`config.mk`:
```
export PLATFORM = sky130hd
export DESIGN_NAME = led_driver_status_flags
export DESIGN_NICKNAME = d
export VERILOG_FILES = /design/src/core/status_flags_pkg.sv /design/src/core/led_driver_status_flags.sv /design/src/core/pin_sync.sv /design/src/core/sticky_bit.sv
export SDC_FILE = /design/constraint.sdc
export NUM_CORES = 1
export LEC_CHECK = 0
export ABC_AREA = 1
export BUFFER_PORTS_ARGS = -buffer_cell sky130_fd_sc_hd__buf_2
export CAP_MARGIN = 20
export CORE_MARGIN = 2
export CORE_UTILIZATION = 48
export DETAILED_ROUTE_END_ITERATION = 16
export HOLD_SLACK_MARGIN = 0.1
export PLACE_DENSITY = 0.77
export SYNTH_ARGS = -nofsm -noshare
export SYNTH_HDL_FRONTEND = slang
export SYNTH_SLANG_ARGS = --single-unit
```
`constraint.sdc`:
```
create_clock -name clk -period 1.1 [get_ports clk]
set_input_delay 0.055 -clock clk [delete_from_list [all_inputs] [get_ports clk]]
set_output_delay 0.055 -clock clk [all_outputs]
set_load 0.01 [all_outputs]
```
`src/core/status_flags_pkg.sv`:
```
// Purpose: constants for the status and flag register bank
// Assumes: 8-bit registers on a byte-wide address/data register port
// Notes:   offsets are the device register addresses
package status_flags_pkg;
  localparam logic [7:0] OFF_CLEAR_CTRL   = 8'h60;
  localparam logic [7:0] OFF_ADC_SELECT   = 8'h62;
  localparam logic [7:0] OFF_PASSWORD     = 8'h65;
  localparam logic [7:0] OFF_GEN_STATUS   = 8'h70;
  localparam logic [7:0] OFF_SEC_STATUS   = 8'h71;
  localparam logic [7:0] OFF_SUPPLY_RES   = 8'h72;
  localparam logic [7:0] OFF_CONV_RES     = 8'h73;
  localparam logic [7:0] OFF_DIAG_LOW     = 8'h74;
  localparam logic [7:0] OFF_DIAG_HIGH    = 8'h75;
  // general status bit positions
  localparam int GS_ERR  = 0;
  localparam int GS_POR  = 1;
  localparam int GS_TSD  = 2;
  localparam int GS_PRE  = 3;
  localparam int GS_OUT  = 4;
  localparam int GS_SAFE = 5;
  localparam int GS_REF  = 6;
  // secondary status bit positions
  localparam int SS_CRC  = 0;
  localparam int SS_OD   = 1;
  localparam int SS_DONE = 2;
  localparam int SS_LOW  = 3;
  localparam int SS_PROG = 4;
  localparam int SS_PIN  = 5;
  localparam int POR_CLEAR_BIT = 0;
  localparam int ADC_SEL_W   = 5;
  localparam int CHANNELS    = 12;
  localparam logic [7:0] GEN_STATUS_RST = 8'h03;
  localparam logic [7:0] ZERO_BYTE      = 8'h00;
endpackage

```
`src/core/led_driver_status_flags.sv`:
```
// Purpose: read-only status bank plus password gate of the led driver
// Assumes: byte register port from the serial bus decoder, same clock
// Notes:   read data is registered, one cycle after rd_en
`timescale 1ns/10ps
`default_nettype none
module led_driver_status_flags
  import status_flags_pkg::*;
(
  input  wire logic                 clk,
  input  wire logic                 reset,
  input  wire logic [7:0]           reg_addr,
  input  wire logic [7:0]           reg_wdata,
  input  wire logic                 wr_en,
  input  wire logic                 rd_en,
  output logic      [7:0]           reg_rdata,
  output logic                      reg_rvalid,
  input  wire logic                 failsafe_input_pin,
  input  wire logic                 ref_fault,
  input  wire logic                 failsafe_mode,
  input  wire logic                 channel_fault,
  input  wire logic                 overtemp_shutdown,
  input  wire logic                 overtemp_warning,
  input  wire logic                 crc_fault,
  input  wire logic                 eeprom_prog_done,
  input  wire logic                 eeprom_prog_start,
  input  wire logic                 adc_done,
  input  wire logic [7:0]           adc_result,
  input  wire logic                 adc_is_supply,
  input  wire logic                 supply_below_thr,
  input  wire logic                 diag_start,
  input  wire logic                 diag_done,
  input  wire logic [CHANNELS-1:0]  diag_open,
  input  wire logic [CHANNELS-1:0]  diag_short,
  input  wire logic [CHANNELS-1:0]  diag_single_short,
  output logic                      conversion_start,
  output logic [ADC_SEL_W-1:0]      conversion_channel_select,
  output logic [7:0]                eeprom_password_value
);

  // ----------------------------------------
  // decode
  // ----------------------------------------
  wire logic wr_clear   = wr_en && (reg_addr == OFF_CLEAR_CTRL);
  wire logic clear_por  = wr_clear && reg_wdata[POR_CLEAR_BIT];
  wire logic wr_adcsel  = wr_en && (reg_addr == OFF_ADC_SELECT);
  wire logic wr_pass    = wr_en && (reg_addr == OFF_PASSWORD);
  wire logic rd_conv    = rd_en && (reg_addr == OFF_CONV_RES);
  wire logic [CHANNELS-1:0] diag_any = diag_open | diag_short | diag_single_short;

  // ----------------------------------------
  // pin and flags
  // ----------------------------------------
  logic pin_level;
  pin_sync u_pin (
    .clk   (clk),
    .reset (reset),
    .din   (failsafe_input_pin),
    .dout  (pin_level)
  );

  logic por_flag;
  logic done_flag;
  logic prog_flag;
  logic od_flag;
  logic [CHANNELS-1:0] diag_flag;

  // por flag: only cleared by the clear-por write
  sticky_bit #(.RST_VAL(1'b1)) u_por (
    .clk   (clk),
    .reset (reset),
    .set   (1'b0),
    .clear (clear_por),
    .q     (por_flag)
  );

  // a result arriving with the read keeps the flag set
  sticky_bit #(.RST_VAL(1'b0)) u_done (
    .clk   (clk),
    .reset (reset),
    .set   (adc_done),
    .clear (rd_conv),
    .q     (done_flag)
  );

  sticky_bit #(.RST_VAL(1'b0)) u_prog (
    .clk   (clk),
    .reset (reset),
    .set   (eeprom_prog_done),
    .clear (eeprom_prog_start),
    .q     (prog_flag)
  );

  sticky_bit #(.RST_VAL(1'b0)) u_od (
    .clk   (clk),
    .reset (reset),
    .set   (diag_done),
    .clear (diag_start),
    .q     (od_flag)
  );

  // channel flags clear when a new diagnostic run starts
  genvar g;
  generate
    for (g = 0; g < CHANNELS; g++) begin : g_diag
      sticky_bit #(.RST_VAL(1'b0)) u_ch (
        .clk   (clk),
        .reset (reset),
        .set   (diag_any[g]),
        .clear (diag_start),
        .q     (diag_flag[g])
      );
    end
  endgenerate

  // ----------------------------------------
  // live flags and results
  // ----------------------------------------
  logic ref_r;
  logic safe_r;
  logic out_r;
  logic tsd_r;
  logic pre_r;
  logic crc_r;
  logic low_r;
  logic [7:0] supply_r;
  logic [7:0] conv_r;
  logic [7:0] pass_r;
  logic [ADC_SEL_W-1:0] sel_r;
  logic start_r;

  always_ff @(posedge clk) begin
    if (reset) begin
      ref_r <= 1'b0;
      safe_r <= 1'b0;
      out_r <= 1'b0;
      tsd_r <= 1'b0;
      pre_r <= 1'b0;
      crc_r <= 1'b0;
      low_r <= 1'b0;
    end else begin
      ref_r <= ref_fault;
      safe_r <= failsafe_mode;
      out_r <= channel_fault;
      tsd_r <= overtemp_shutdown;
      pre_r <= overtemp_warning;
      crc_r <= crc_fault;
      if (adc_done && adc_is_supply) begin
        low_r <= supply_below_thr;
      end
    end
  end

  // results only load from the converter; bus writes never reach them
  always_ff @(posedge clk) begin
    if (reset) begin
      supply_r <= ZERO_BYTE;
      conv_r   <= ZERO_BYTE;
    end else if (adc_done) begin
      if (adc_is_supply) begin
        supply_r <= adc_result;
      end else begin
        conv_r <= adc_result;
      end
    end
  end

  always_ff @(posedge clk) begin
    if (reset) begin
      pass_r  <= ZERO_BYTE;
      sel_r   <= '0;
      start_r <= 1'b0;
    end else begin
      start_r <= wr_adcsel;
      if (wr_pass) begin
        pass_r <= reg_wdata;
      end
      if (wr_adcsel) begin
        sel_r <= reg_wdata[ADC_SEL_W-1:0];
      end
    end
  end

  // ----------------------------------------
  // read mux
  // ----------------------------------------
  wire logic any_err = por_flag | ref_r | safe_r | out_r | tsd_r | pre_r | crc_r
                     | low_r | (|diag_flag);
  wire logic [7:0] gen_word = {1'b0, ref_r, safe_r, out_r, pre_r, tsd_r,
                               por_flag, any_err};
  wire logic [7:0] sec_word = {2'b00, pin_level, prog_flag, low_r,
                               done_flag, od_flag, crc_r};
  wire logic [7:0] diag_lo  = diag_flag[7:0];
  wire logic [7:0] diag_hi  = {4'h0, diag_flag[CHANNELS-1:8]};
  wire logic [7:0] rd_word  =
      (reg_addr == OFF_GEN_STATUS) ? gen_word :
      (reg_addr == OFF_SEC_STATUS) ? sec_word :
      (reg_addr == OFF_SUPPLY_RES) ? supply_r :
      (reg_addr == OFF_CONV_RES)   ? conv_r   :
      (reg_addr == OFF_DIAG_LOW)   ? diag_lo  :
      (reg_addr == OFF_DIAG_HIGH)  ? diag_hi  :
      (reg_addr == OFF_PASSWORD)   ? pass_r   :
      (reg_addr == OFF_ADC_SELECT) ? {3'b000, sel_r} : ZERO_BYTE;

  // clear-por reads back zero: it is a self-returning strobe
  always_ff @(posedge clk) begin
    if (reset) begin
      reg_rdata  <= ZERO_BYTE;
      reg_rvalid <= 1'b0;
    end else begin
      reg_rvalid <= rd_en;
      reg_rdata  <= rd_en ? rd_word : ZERO_BYTE;
    end
  end

  assign conversion_start          = start_r;
  assign conversion_channel_select = sel_r;
  assign eeprom_password_value     = pass_r;

  // ----------------------------------------
  // checks
  // ----------------------------------------
  property p_por_hold;
    @(posedge clk) disable iff (reset) (por_flag && !clear_por) |=> por_flag;
  endproperty
  a_por_hold: assert property (p_por_hold) else $error("por flag lost");

  property p_por_clear;
    @(posedge clk) disable iff (reset) clear_por |=> !por_flag;
  endproperty
  a_por_clear: assert property (p_por_clear) else $error("por not cleared");

  property p_err_sum;
    @(posedge clk) disable iff (reset) rd_en && reg_addr == OFF_GEN_STATUS
      && (por_flag || out_r) |=> reg_rdata[GS_ERR];
  endproperty
  a_err_sum: assert property (p_err_sum) else $error("summary error missing");

  property p_out_follow;
    @(posedge clk) disable iff (reset) channel_fault |=> out_r;
  endproperty
  a_out_follow: assert property (p_out_follow) else $error("output fault missed");

  property p_done_set;
    @(posedge clk) disable iff (reset) adc_done |=> done_flag;
  endproperty
  a_done_set: assert property (p_done_set) else $error("done not set");

  property p_done_clr;
    @(posedge clk) disable iff (reset) rd_conv && !adc_done |=> !done_flag;
  endproperty
  a_done_clr: assert property (p_done_clr) else $error("done not cleared");

  property p_start;
    @(posedge clk) disable iff (reset) wr_adcsel |=> conversion_start
      && conversion_channel_select == $past(reg_wdata[ADC_SEL_W-1:0]);
  endproperty
  a_start: assert property (p_start) else $error("conversion not started");

  property p_ro_write;
    @(posedge clk) disable iff (reset) wr_en && reg_addr == OFF_CONV_RES
      && !adc_done |=> $stable(conv_r);
  endproperty
  a_ro_write: assert property (p_ro_write) else $error("result written");

  property p_reserved;
    @(posedge clk) disable iff (reset) rd_en && reg_addr == OFF_DIAG_HIGH
      |=> reg_rdata[7:4] == 4'h0 && reg_rvalid;
  endproperty
  a_reserved: assert property (p_reserved) else $error("reserved bits set");

  property p_sec_reserved;
    @(posedge clk) disable iff (reset) rd_en && reg_addr == OFF_SEC_STATUS
      |=> reg_rdata[7:6] == 2'b00 && reg_rvalid;
  endproperty
  a_sec_reserved: assert property (p_sec_reserved) else $error("status bits 7-6 set");

  // low-supply only follows supply conversions, general ones leave it
  property p_low_supply;
    @(posedge clk) disable iff (reset) adc_done && adc_is_supply
      |=> low_r == $past(supply_below_thr);
  endproperty
  a_low_supply: assert property (p_low_supply) else $error("low supply flag wrong");

  property p_pass_load;
    @(posedge clk) disable iff (reset) wr_pass
      |=> eeprom_password_value == $past(reg_wdata);
  endproperty
  a_pass_load: assert property (p_pass_load) else $error("password not loaded");

endmodule
`default_nettype wire

```
`src/core/pin_sync.sv`:
```
// Purpose: two-flop synchroniser for an asynchronous pin
// Assumes: single bit level
// Notes:   first stage read only by second stage
`timescale 1ns/10ps
`default_nettype none
module pin_sync (
  input  wire logic clk,
  input  wire logic reset,
  input  wire logic din,
  output logic      dout
);
  logic meta_r;
  always_ff @(posedge clk) begin
    if (reset) begin
      meta_r <= 1'b0;
      dout   <= 1'b0;
    end else begin
      meta_r <= din;
      dout   <= meta_r;
    end
  end
endmodule
`default_nettype wire

```
`src/core/sticky_bit.sv`:
```
// Purpose: one sticky flag, set wins over clear
// Assumes: synchronous active-high reset
// Notes:   reset value is a parameter
`timescale 1ns/10ps
`default_nettype none
module sticky_bit #(
  parameter logic RST_VAL = 1'b0
) (
  input  wire logic clk,
  input  wire logic reset,
  input  wire logic set,
  input  wire logic clear,
  output logic      q
);
  // set beats clear so a same-cycle event is never lost
  always_ff @(posedge clk) begin
    if (reset) begin
      q <= RST_VAL;
    end else if (set) begin
      q <= 1'b1;
    end else if (clear) begin
      q <= 1'b0;
    end
  end
endmodule
`default_nettype wire

```
# ---- Yosys cells after proc, flatten, opt, wreduce, memory -nomap -nowiden
# Cells that the tools add are included.
dict set report totals {
  register_bits 64
  in_bits 78
  out_inout_bits 23
  elab_cells 106
}
dict set report op_classes {
  eq_ne 9
  muxes 26
  bitwise_logic 12
  reduce_logical 26
}
# op n
set ops {}
lappend ops {{$eq A8 B7 Y1 const B} 9}
lappend ops {{$mux W8} 5}
lappend ops {{$reduce_bool A2 Y1} 15}
lappend ops {{$or A12 B12 Y12} 2}
lappend ops {{$mux W1} 18}
lappend ops {{$mux W7} 2}
lappend ops {{$reduce_or A12 Y1} 1}
lappend ops {{$or A1 B1 Y1} 8}
lappend ops {{$logic_and A1 B1 Y1} 6}
lappend ops {{$mux W5} 1}
lappend ops {{$reduce_and A2 Y1} 2}
lappend ops {{$reduce_or A4 Y1} 1}
lappend ops {{$not A1 Y1} 2}
lappend ops {{$reduce_or A2 Y1} 1}

# ---- Depth between registers and ports, before layout
# Gate-level depths: netlist of run 1.
dict set report logic_depth {
  word_depth 9
  ltp_mapped 11
  mapped_depth_nobuf 11
}

# ---- By module
# From an unflattened synthesis of run 1, not the netlist that was laid out.
dict set report hier_totals {
  hier_cells 426
  hier_area_um2 3042.9
}
# mod instances cells_each area_per_inst_um2 seq_area_each_um2
set by_module_without_submodules {}
lappend by_module_without_submodules {led_driver_status_flags 1 340 2352.3 920.9}
lappend by_module_without_submodules {{sticky_bit (g_diag[0].u_ch ...)} 15 5 40.0 20.0}
lappend by_module_without_submodules {pin_sync 1 6 55.1 40.0}
lappend by_module_without_submodules {{sticky_bit (u_por)} 1 5 35.0 20.0}

# ---- Worst setup path before layout of run 1
# No wires, ideal clock.
dict set report synth_timing {
  path_type {input-to-reg}
  startpoint {input port wr_en}
  endpoint {register sel_r[4], in the netlist conversion_channel_select[4]}
  setup_ns 0.117
  arrival_ns 0.819
  t_required_ns 0.983
  setup_slack_ns 0.164
  stages 6
  path_buffers 1
  path_cell_list {clkbuf_1 -> inv_1 -> nor2_4 -> inv_2 -> o21ai_1 -> a21oi_1}
}
dict set report synth_between {
  elab_chain_len 1
}
# item line_no
set synth_rtl {}
lappend synth_rtl {{start: declaration} led_driver_status_flags.sv:13} ;# input wire logic wr_en,
lappend synth_rtl {{$logic_and A1 B1 Y1} led_driver_status_flags.sv:45} ;# wire logic wr_adcsel = wr_en && (reg_addr == OFF_ADC_SELECT);
lappend synth_rtl {{end signal: assignment} led_driver_status_flags.sv:178} ;# sel_r <= reg_wdata[ADC_SEL_W-1:0];
lappend synth_rtl {{end: declaration} led_driver_status_flags.sv:128} ;# logic [ADC_SEL_W-1:0] sel_r;
# No other way between the ends.
# A chain may end at the register's enable or synchronous reset.

# ---- Worst setup path after layout of run 1
dict set report layout_timing {
  startpoint {input port adc_done}
  endpoint {register conv_r[3]}
}
dict set report layout_between {
  elab_chain_len 1
}
# item line_no
set layout_rtl {}
lappend layout_rtl {{start: declaration} led_driver_status_flags.sv:26} ;# input wire logic adc_done,
lappend layout_rtl {{$reduce_and A2 Y1 (no source line)} --}
lappend layout_rtl {{end signal: assignment} led_driver_status_flags.sv:162} ;# conv_r <= adc_result;
lappend layout_rtl {{end: declaration} led_driver_status_flags.sv:126} ;# logic [7:0] conv_r;
# No other way between the ends.

==> flow_summary.ini, run 1 <==
[routing]
ant_nets = 0
drt_iter0_drc = 203
routed_wl_um = 10400
dr.pass1.iters = 5
drc = 0
vias = 3482
via_per_inst = 5.18
wl_per_cell_um = 15.4

[global_routing]
grt_max_degree = 37
antenna_found_initial = 0
first_global_vias = 3328
grt_use_total_pct = 31.9
gr-total-overflow = 0
grt_pass1_wl_um = 15500

[logic_synthesis]
synth_seq_area_share_pct = 45.1
syn-instance-count = 392
ys_seq_elements = 64
ys_types = 27
synth_warnings = 0
syn-num-nets = 470
synth_area_per_cell_um2 = 7.25
syn-cell-area_mm2 = 0.00284

[die]
start_util_pct = 48.9
die_area_mm2 = 0.00655
die_x_um = 81.0
ios = 101
die_h_um = 81.0
rows = 28
core_area_mm2 = 0.00582

[cts]
hold_buffers = 77
cts.sinks = 64
clock_path_buffers = 2
numCtsBuffers = 9
path_clk_slew_ps = 70
clock-root-buffer = clkbuf_8
clock_latency_ps = 350
htreeDepth = 3
cts_tree = done

[timing]
slew_viol_final = 0
max_freq_mhz = 925
layout_min_cycle_time_ps = 1080
clock_skew_ps = 12.4
worstMarginPinSlew_ps = 348
setup-violations-final = 0
tns_ps = 0
layout_setup_ws_ps = 18.9
rsz0062_at_grt = true
fin_crit_sh_pct = 98.3
timing_hold_violations_final = 0
max_slew_margin_pct = 76.5

[power_and_ir_drop]
p_switching_mw = 1.37
p_int_mw = 3.69
swShare_pct = 27.1
vdd_drop_max_v = 0.000864
p_leak_nw = 2.34
p_seq_share_pct = 48.7
p_clk_share_pct = 35.7
pwr-share-comb_pct = 15.6
power_density_mw_per_mm2 = 1100

[finish]
nets = 670
final_area_mm2 = 0.00459
fill_cells = 399
drive_gt1_share_pct = 32.0
register_area_mm2 = 0.00129
syn_to_final_growth_pct = 61.4
fin_util_pct = 78.9
antenna_cells = 0
multi_input_area_mm2 = 0.00129

[critical_path]
path_class = input pin to flip-flop
cpMaxStageDelayCell = dlygate4sd3_1
slowest_delay_ps = 520
end_kind = flip-flop
start_kind = input pin
cp_max_fo = 5
cp.arrival_ps = 1320
cp_data_required_time_ps = 1340
path_cells = dlygate4sd3_1 > buf_2 > inv_1 > nor2_4 > clkinvlp_4 > nor2_1 > nor2_1
cpMostUsedCell = nor2_1

[place]
place.port_buffers = 100
place_area_mm2 = 0.00362
gp_congestion = 0.862
place_ws_ps = -152
dp_hpwl_um = 6190

[hold_path]
worstHoldPathType = input pin to flip-flop

[run_status]
status = finished, final reports clean

[run]
drv_cap = 0
routing by layer:
metal	vias to the layer above	GRT usage, %	share of wire [%]	wire, µm
met5	-	0	0	0
met4	0	13.6	3.2	335
met3	36	8.22	6.4	668
met2	160	56.6	50	5230
met1	1608	36.2	40	4130
li1	1678	-	-	-
repair_timing:
action                     CTS  global route
hold endpoints to repair    55             2
setup endpoints to repair    1            28
buffers inserted             0             2
pin swaps                    0            11
gates cloned                 0             1
resized for setup            1            30
final timing paths:
| kind | start | to | slack, ps | depth (start not counted) |
|---|---|---|---|---|
| max reg2reg | eeprom_password_value[3] | reg_rdata[3] | 30 | 6 |
| max | adc_done | conv_r[3] | 20 | 7 |
| min reg2reg | u_pin.meta_r | u_pin.dout | 410 | 2 |
| min | reset | reg_rvalid | 60 | 3 |
critical path: cells and delay by family:
| family | cells | cell delay (ps) |
|---|---|---|
| buffers and inverters | 4 | 880 |
| and+or+nand+nor | 3 | 380 |
placed cells by master (no fill, tap or decap):
master | synthesis | final
buf_12 | 0 | 3
nor3_2 | 0 | 1
o2111ai_1 | 3 | 3
nand2_2 | 6 | 6
nand3_2 | 0 | 3
nor4_1 | 1 | 1
inv_4 | 1 | 1
clkbuf_4 | 0 | 1
clkbuf_8 | 0 | 10
dlygate4sd3_1 | 0 | 69
nor2_1 | 82 | 75
nor2_8 | 2 | 2
buf_2 | 2 | 99
inv_1 | 60 | 55
buf_4 | 2 | 25
o21ai_0 | 26 | 24
dfxtp_2 | 0 | 5
buf_6 | 1 | 2
dlymetal6s4s_1 | 0 | 1
o21ai_1 | 6 | 8
dfxtp_1 | 64 | 59
nand3_1 | 44 | 41
a21oi_1 | 17 | 17
nand4_1 | 9 | 9
nand2_4 | 2 | 2
o41ai_1 | 12 | 12
inv_2 | 6 | 11
nand2_1 | 29 | 29
clkinv_2 | 0 | 4
a31oi_1 | 1 | 1
nor2_2 | 3 | 8
clkinvlp_4 | 0 | 4
nor2_4 | 2 | 4
o22ai_1 | 2 | 2
cell usage after synthesis:
cell	n	share of area, %
clkinv_1	1	0.13
o21ai_1	6	1.1
nor3_1	1	0.18
o21ai_0	26	4.6
o2111ai_1	3	0.92
o22ai_1	2	0.44
buf_6	1	0.40
nor2_4	2	0.79
nand2_2	6	1.3
a21oi_1	17	3.0
o41ai_1	12	3.7
inv_1	60	7.9
inv_2	6	0.79
nor2_1	82	11
dfxtp_1	64	45
clkbuf_1	7	0.92
inv_4	1	0.22
buf_2	2	0.35
nor4_1	1	0.22
a31oi_1	1	0.22
nor2_2	3	0.66
nand4_1	9	2.0
buf_4	2	0.53
nand2_1	29	3.8
nor2_8	2	1.4
nand3_1	44	7.7
nand2_4	2	0.79
per-stage QoR:
step / total power [mW] / hold slack (ps) / instances
2_1_floorplan: 2.76 / 162 / 392
3_3_place_gp: 3.04 / 255 / 583
3_5_place_dp: 3.05 / 262 / 583
4_1_cts: 5.01 / 109 / 676
5_1_grt: 5.23 / 76.8 / 672
6_report: 5.07 / 61.2 / 672
cell type report:
type / instances / share of cell area [%]
timing repair buffer: 200 / 32.2
timing repair inverter: 1 / 0.164
sequential: 64 / 28.1
inverter: 68 / 5.70
multi-input combinational: 248 / 28.1
clock buffer: 10 / 3.00
clock inverter: 6 / 0.764
tap: 75 / 2.05
cell families after synthesis:
| kind of cell | count (synthesis) | share of synthesized area, % |
|---|---|---|
| buffers and inverters | 80 | 11.3 |
| AO/OA/AOI/OAI | 67 | 13.9 |
| flip-flops | 64 | 45.1 |
| AND/OR/NAND/NOR | 181 | 29.8 |
power by group through the flow:
stage | Clock, mW | Combinational, mW | Sequential [mW]
2_1_floorplan | 0 | 0.260 | 2.50
3_3_place_gp | 0 | 0.523 | 2.51
3_5_place_dp | 0 | 0.536 | 2.51
4_1_cts | 1.80 | 0.750 | 2.46
5_1_grt | 1.90 | 0.856 | 2.47
6_report | 1.81 | 0.789 | 2.47
registers in the layout (all words and copies together), names as in the netlist, 5 cells and up:
register / count
conversion_channel_select: 5
eeprom_password_value: 8
reg_rdata: 8
conv_r: 8
g_diag.u_ch.q: 12
supply_r: 8
No activity file was read; power rests on OpenSTA's default activity.
==> inputs of run 2 (changes only) <==
Settings changed: RECOVER_POWER from default to 100.
Clock period 1.1 ns to 1.4 ns, I/O delays scaled along.
==> run 2 against run 1 <==
  * Total power is 18% lower
  * Combinational power is 32% lower
  * Worst hold slack better by 110 ps
  * Non-clock buffer count is 25 lower
==> flow_summary.ini, run 2 (synthesis results as in run 1) <==
[run_status]
status = finished, final reports clean

[power_and_ir_drop]
p_seq_share_pct = 46.5
power_density_mw_per_mm2 = 973
p_int_mw = 3.19
vdd_drop_max_v = 0.000641
p_leak_nw = 2.07
p_clk_share_pct = 40.6
swShare_pct = 23.3
pwr-share-comb_pct = 13.0
p_switching_uw = 972

[cts]
clock_latency_ps = 330
clock-root-buffer = clkbuf_8
cts_tree = done
cts.sinks = 64
path_clk_slew_ps = 70
numCtsBuffers = 9
clock_path_buffers = 2
htreeDepth = 3

[routing]
dr.pass1.iters = 5
ant_nets = 0
routed_wl_um = 9340
via_per_inst = 5.13
drt_iter0_drc = 251
drc = 0
wl_per_cell_um = 14.4
vias = 3321

[critical_path]
end_kind = flip-flop
path_class = input pin to flip-flop
start_kind = input pin
r2r_cells = 3
cp.arrival_ps = 1590
cp_max_fo = 12
cp_data_required_time_ps = 1670

[place]
place.port_buffers = 100
gp_congestion = 0.878
place_ws_ps = 94.4
dp_hpwl_um = 5780
dp.cells = 562

[finish]
final_cell_count_no_fill = 647
nets = 644
top_register = g_diag.u_ch.q
syn_to_final_growth_pct = 50.6
fill_cells = 480
final_cell_mix = 84 x nor2_1, 70 x buf_2, 68 x dlygate4sd3_1, 64 x dfxtp_1, 60 x inv_1
drive_gt1_share_pct = 19.4
final_common_cell = nor2_1
largest_reg_flops = 12

[hold_path]
worstHoldPathType = input pin to flip-flop
hold_path_depth = 4

[global_routing]
gr-total-overflow = 0
first_global_vias = 3217
grt_use_total_pct = 29.5
grt_max_degree = 37
grt_pass1_wl_um = 14400
antenna_found_initial = 1

[die]
die_h_um = 81.0
ios = 101
start_util_pct = 48.9
rows = 28
die_x_um = 81.0
die_area_mm2 = 0.00655
core_area_mm2 = 0.00582

[run]
drv_cap = 0

[timing]
max_freq_mhz = 758
rsz0062_at_grt = true
setup-violations-final = 0
fin_crit_sh_pct = 94.2
layout_min_cycle_time_ps = 1320
worstMarginPinSlew_ps = 442
clock_skew_ps = 4.63
max_slew_margin_pct = 70.5
holdWs_ps = 173
tns_ps = 0
timing_hold_violations_final = 0
slew_viol_final = 0
layout_setup_ws_ps = 80.9
-- run 2: layout make-up --
type	count	area [µm²]	share of cell area, %
multi-input combinational	248	1230	28.7
sequential	64	1280	29.9
inverter	68	260	6.08
clock buffer	14	183	4.27
clock inverter	2	35.0	0.818
antenna	1	2.50	0.0585
tap	75	93.8	2.19
timing repair buffer	175	1200	27.9
-- run 2: timing repair --
action | in CTS | in global routing
setup endpoints to repair | 0 | 4
resized for setup | 0 | 5
hold buffers | 66 | 4
hold endpoints to repair | 54 | 2
buffers inserted | 0 | 0
-- run 2: final timing paths --
check                             startpoint                        to  slack [ps]
worst min-delay path              diag_start                    u_od.q         170
worst max register to register      u_done.q                  u_done.q         200
worst min register to register  u_pin.meta_r                u_pin.dout         420
worst max-delay path             reg_addr[7]  eeprom_password_value[4]          80
-- run 2: power by group through the flow --
stage	clock (mW)	combinational, mW	sequential (mW)
CTS	1.70	0.521	1.93
finish	1.69	0.540	1.93
detailed placement	0	0.379	1.97
floorplan	0	0.204	1.96
global placement	0	0.371	1.97
global route	1.79	0.595	1.94
-- run 2: layer usage --
| metal | share of wire [%] | vias to the layer above | track usage [%] |
|---|---|---|---|
| met4 | 3.7 | 0 | 16.4 |
| met1 | 39 | 1522 | 32.6 |
| met3 | 6.7 | 34 | 6.33 |
| met5 | 0 | - | 0 |
| met2 | 50 | 145 | 52.2 |
| li1 | - | 1620 | - |
-- run 2: worst max-delay path, cell delays in order --
cell           delay [ps]
buf_2                 100
inv_2                  60
nand2_4                70
nor2_4                260
nand2_2               160
inv_6                 110
nand3_1                60
dlygate4sd3_1         550
a21oi_1               130
-- run 2: stage by stage --
step	instance area (µm²)	power [mW]	utilization [%]
floorplan	2840	2.17	-
global placement	3430	2.34	58.9
detailed placement	3430	2.35	58.9
CTS	4310	4.16	74.0
global route	4280	4.32	73.6
finish	4280	4.16	73.6
==> inputs of run 3 (changes only) <==
Settings changed: REMOVE_ABC_BUFFERS from default to 1.
==> run 3 against run 2 <==
  * Cell area fell by 2.1%
  * Wire length rose by 2.4%
  * Die area did not move
  * Final cell count fell by 0.93%
==> flow_summary.ini, run 3 (synthesis results as in run 1) <==
[routing]
dr.pass1.iters = 5
wl_per_cell_um = 14.9
ant_nets = 0
routed_wl_um = 9570
vias = 3345
via_per_inst = 5.22
drc = 0
drt_iter0_drc = 219

[critical_path]
r2r_cells = 3
cp_max_fo = 12
r2r_slack_ps = 240
start_kind = input pin
cp.arrival_ps = 1460
path_cells = buf_2 > inv_1 > nand2_1 > nor2_2 > nand2_4 > inv_4 > nand2_4 > o21ai_0 > a21oi_1
cp_data_required_time_ps = 1620
slowest_delay_ps = 460
rr_startpoint = u_prog.q
path_class = input pin to flip-flop
end_kind = flip-flop
cpMostUsedCell = nand2_4
cpMaxStageDelayCell = nor2_2
reg2reg_to = u_prog.q

[die]
core_area_mm2 = 0.00582
ios = 101
die_area_mm2 = 0.00655
rows = 28
start_util_pct = 48.9
die_x_um = 81.0
die_h_um = 81.0

[run_status]
status = finished, final reports clean

[timing]
setup-violations-final = 0
layout_min_cycle_time_ps = 1230
slew_viol_final = 0
clock_skew_ps = 5.62
tns_ps = 0
fin_crit_sh_pct = 88.1
max_freq_mhz = 811
max_slew_margin_pct = 66.5
worstMarginPinSlew_ps = 501
holdWs_ps = 123
timing_hold_violations_final = 0
rsz0062_at_grt = false

[global_routing]
antenna_found_initial = 1
first_global_vias = 3245
gr-total-overflow = 0
grt_pass1_wl_um = 14800
grt_use_total_pct = 29.9
grt_max_degree = 37

[finish]
top_register = g_diag.u_ch.q
final_cell_mix = 84 x nor2_1, 73 x buf_2, 65 x dlygate4sd3_1, 64 x dfxtp_1, 60 x inv_1
largest_reg_flops = 12
drive_gt1_share_pct = 19.5
final_common_cell = nor2_1
syn_to_final_growth_pct = 47.4
nets = 641

[place]
gp_congestion = 0.889
dp_hpwl_um = 6150
place.port_buffers = 100

[cts]
cts_tree = done
cts.sinks = 64
cts_resized = 0
path_clk_slew_ps = 60
htreeDepth = 3
numCtsBuffers = 9
clock-root-buffer = clkbuf_8
clock_latency_ps = 340
cts_setup_buffers = 0
clock_path_buffers = 2

[hold_path]
hold_start = wr_en
hold-path-endpoint = eeprom_password_value[1]
worstHoldPathType = input pin to flip-flop
hold_path_depth = 3

[run]
drv_cap = 0

[power_and_ir_drop]
p_leak_nw = 2.06
power_density_mw_per_mm2 = 910
vdd_drop_max_v = 0.000698
[run 3: worst max path at each step]
stage | from | end | slack [ps] | cells past startpoint
6_report | reg_addr[7] | eeprom_password_value[6] | 170 | 9
5_1_grt | reg_addr[7] | conversion_channel_select[4] | 60 | 9
4_1_cts | g_diag[7].u_ch.q | g_diag[7].u_ch.q | 30 | 5
3_5_place_dp | reg_addr[0] | conversion_channel_select[4] | 100 | 9
3_3_place_gp | reg_addr[7] | reg_rdata[5] | 150 | 12
2_1_floorplan | reg_addr[3] | conversion_channel_select[4] | 300 | 8
[run 3: final cells by class]
| type | instances | area (µm²) |
|---|---|---|
| inverters | 68 | 258 |
| multi-input cells | 248 | 1230 |
| flip-flops and latches | 64 | 1280 |
| diodes | 1 | 2.50 |
| clock inverters | 1 | 5.00 |
| fillers | 487 | 1630 |
| well taps | 75 | 93.8 |
| clock buffers | 12 | 155 |
| repair buffers | 172 | 1170 |
[run 3: critical path: cells and delay by family]
kind,cells,cell delay (ps)
compound gates,2,280
simple gates,4,820
buf+inv,3,270
[run 3: per-stage QoR]
stage	instances	util, %	setup slack, ps	area [µm²]	power (mW)
floorplan	380	-	304	2780	2.15
global placement	562	58.9	149	3430	2.35
detailed placement	562	58.9	101	3430	2.36
CTS	639	72.7	32.9	4230	3.81
global route	641	72.1	61.8	4190	3.96
finish	641	72.1	166	4190	3.81
[run 3: where the power goes]
part | internal [mW] | total (mW) | switching (mW)
sequential | 1.90 | 1.94 | 0.0396
clock | 0.707 | 1.34 | 0.630
combinational | 0.273 | 0.539 | 0.266
total | 2.88 | 3.81 | 0.935
[run 3: repair_timing]
| action | in CTS | in global routing |
|---|---|---|
| hold buffers | 64 | 2 |
| endpoints found under the setup margin | 0 | 1 |
| hold endpoints to repair | 54 | 1 |
[run 3: layer usage]
metal  vias up  share of wire, %  global-route usage (%)
met2       182                49                    54.1
met1      1503                39                    32.4
met4         0               4.4                    15.1
li1       1619                 -                       -
met5         -                 0                       0
met3        41               7.6                    7.22
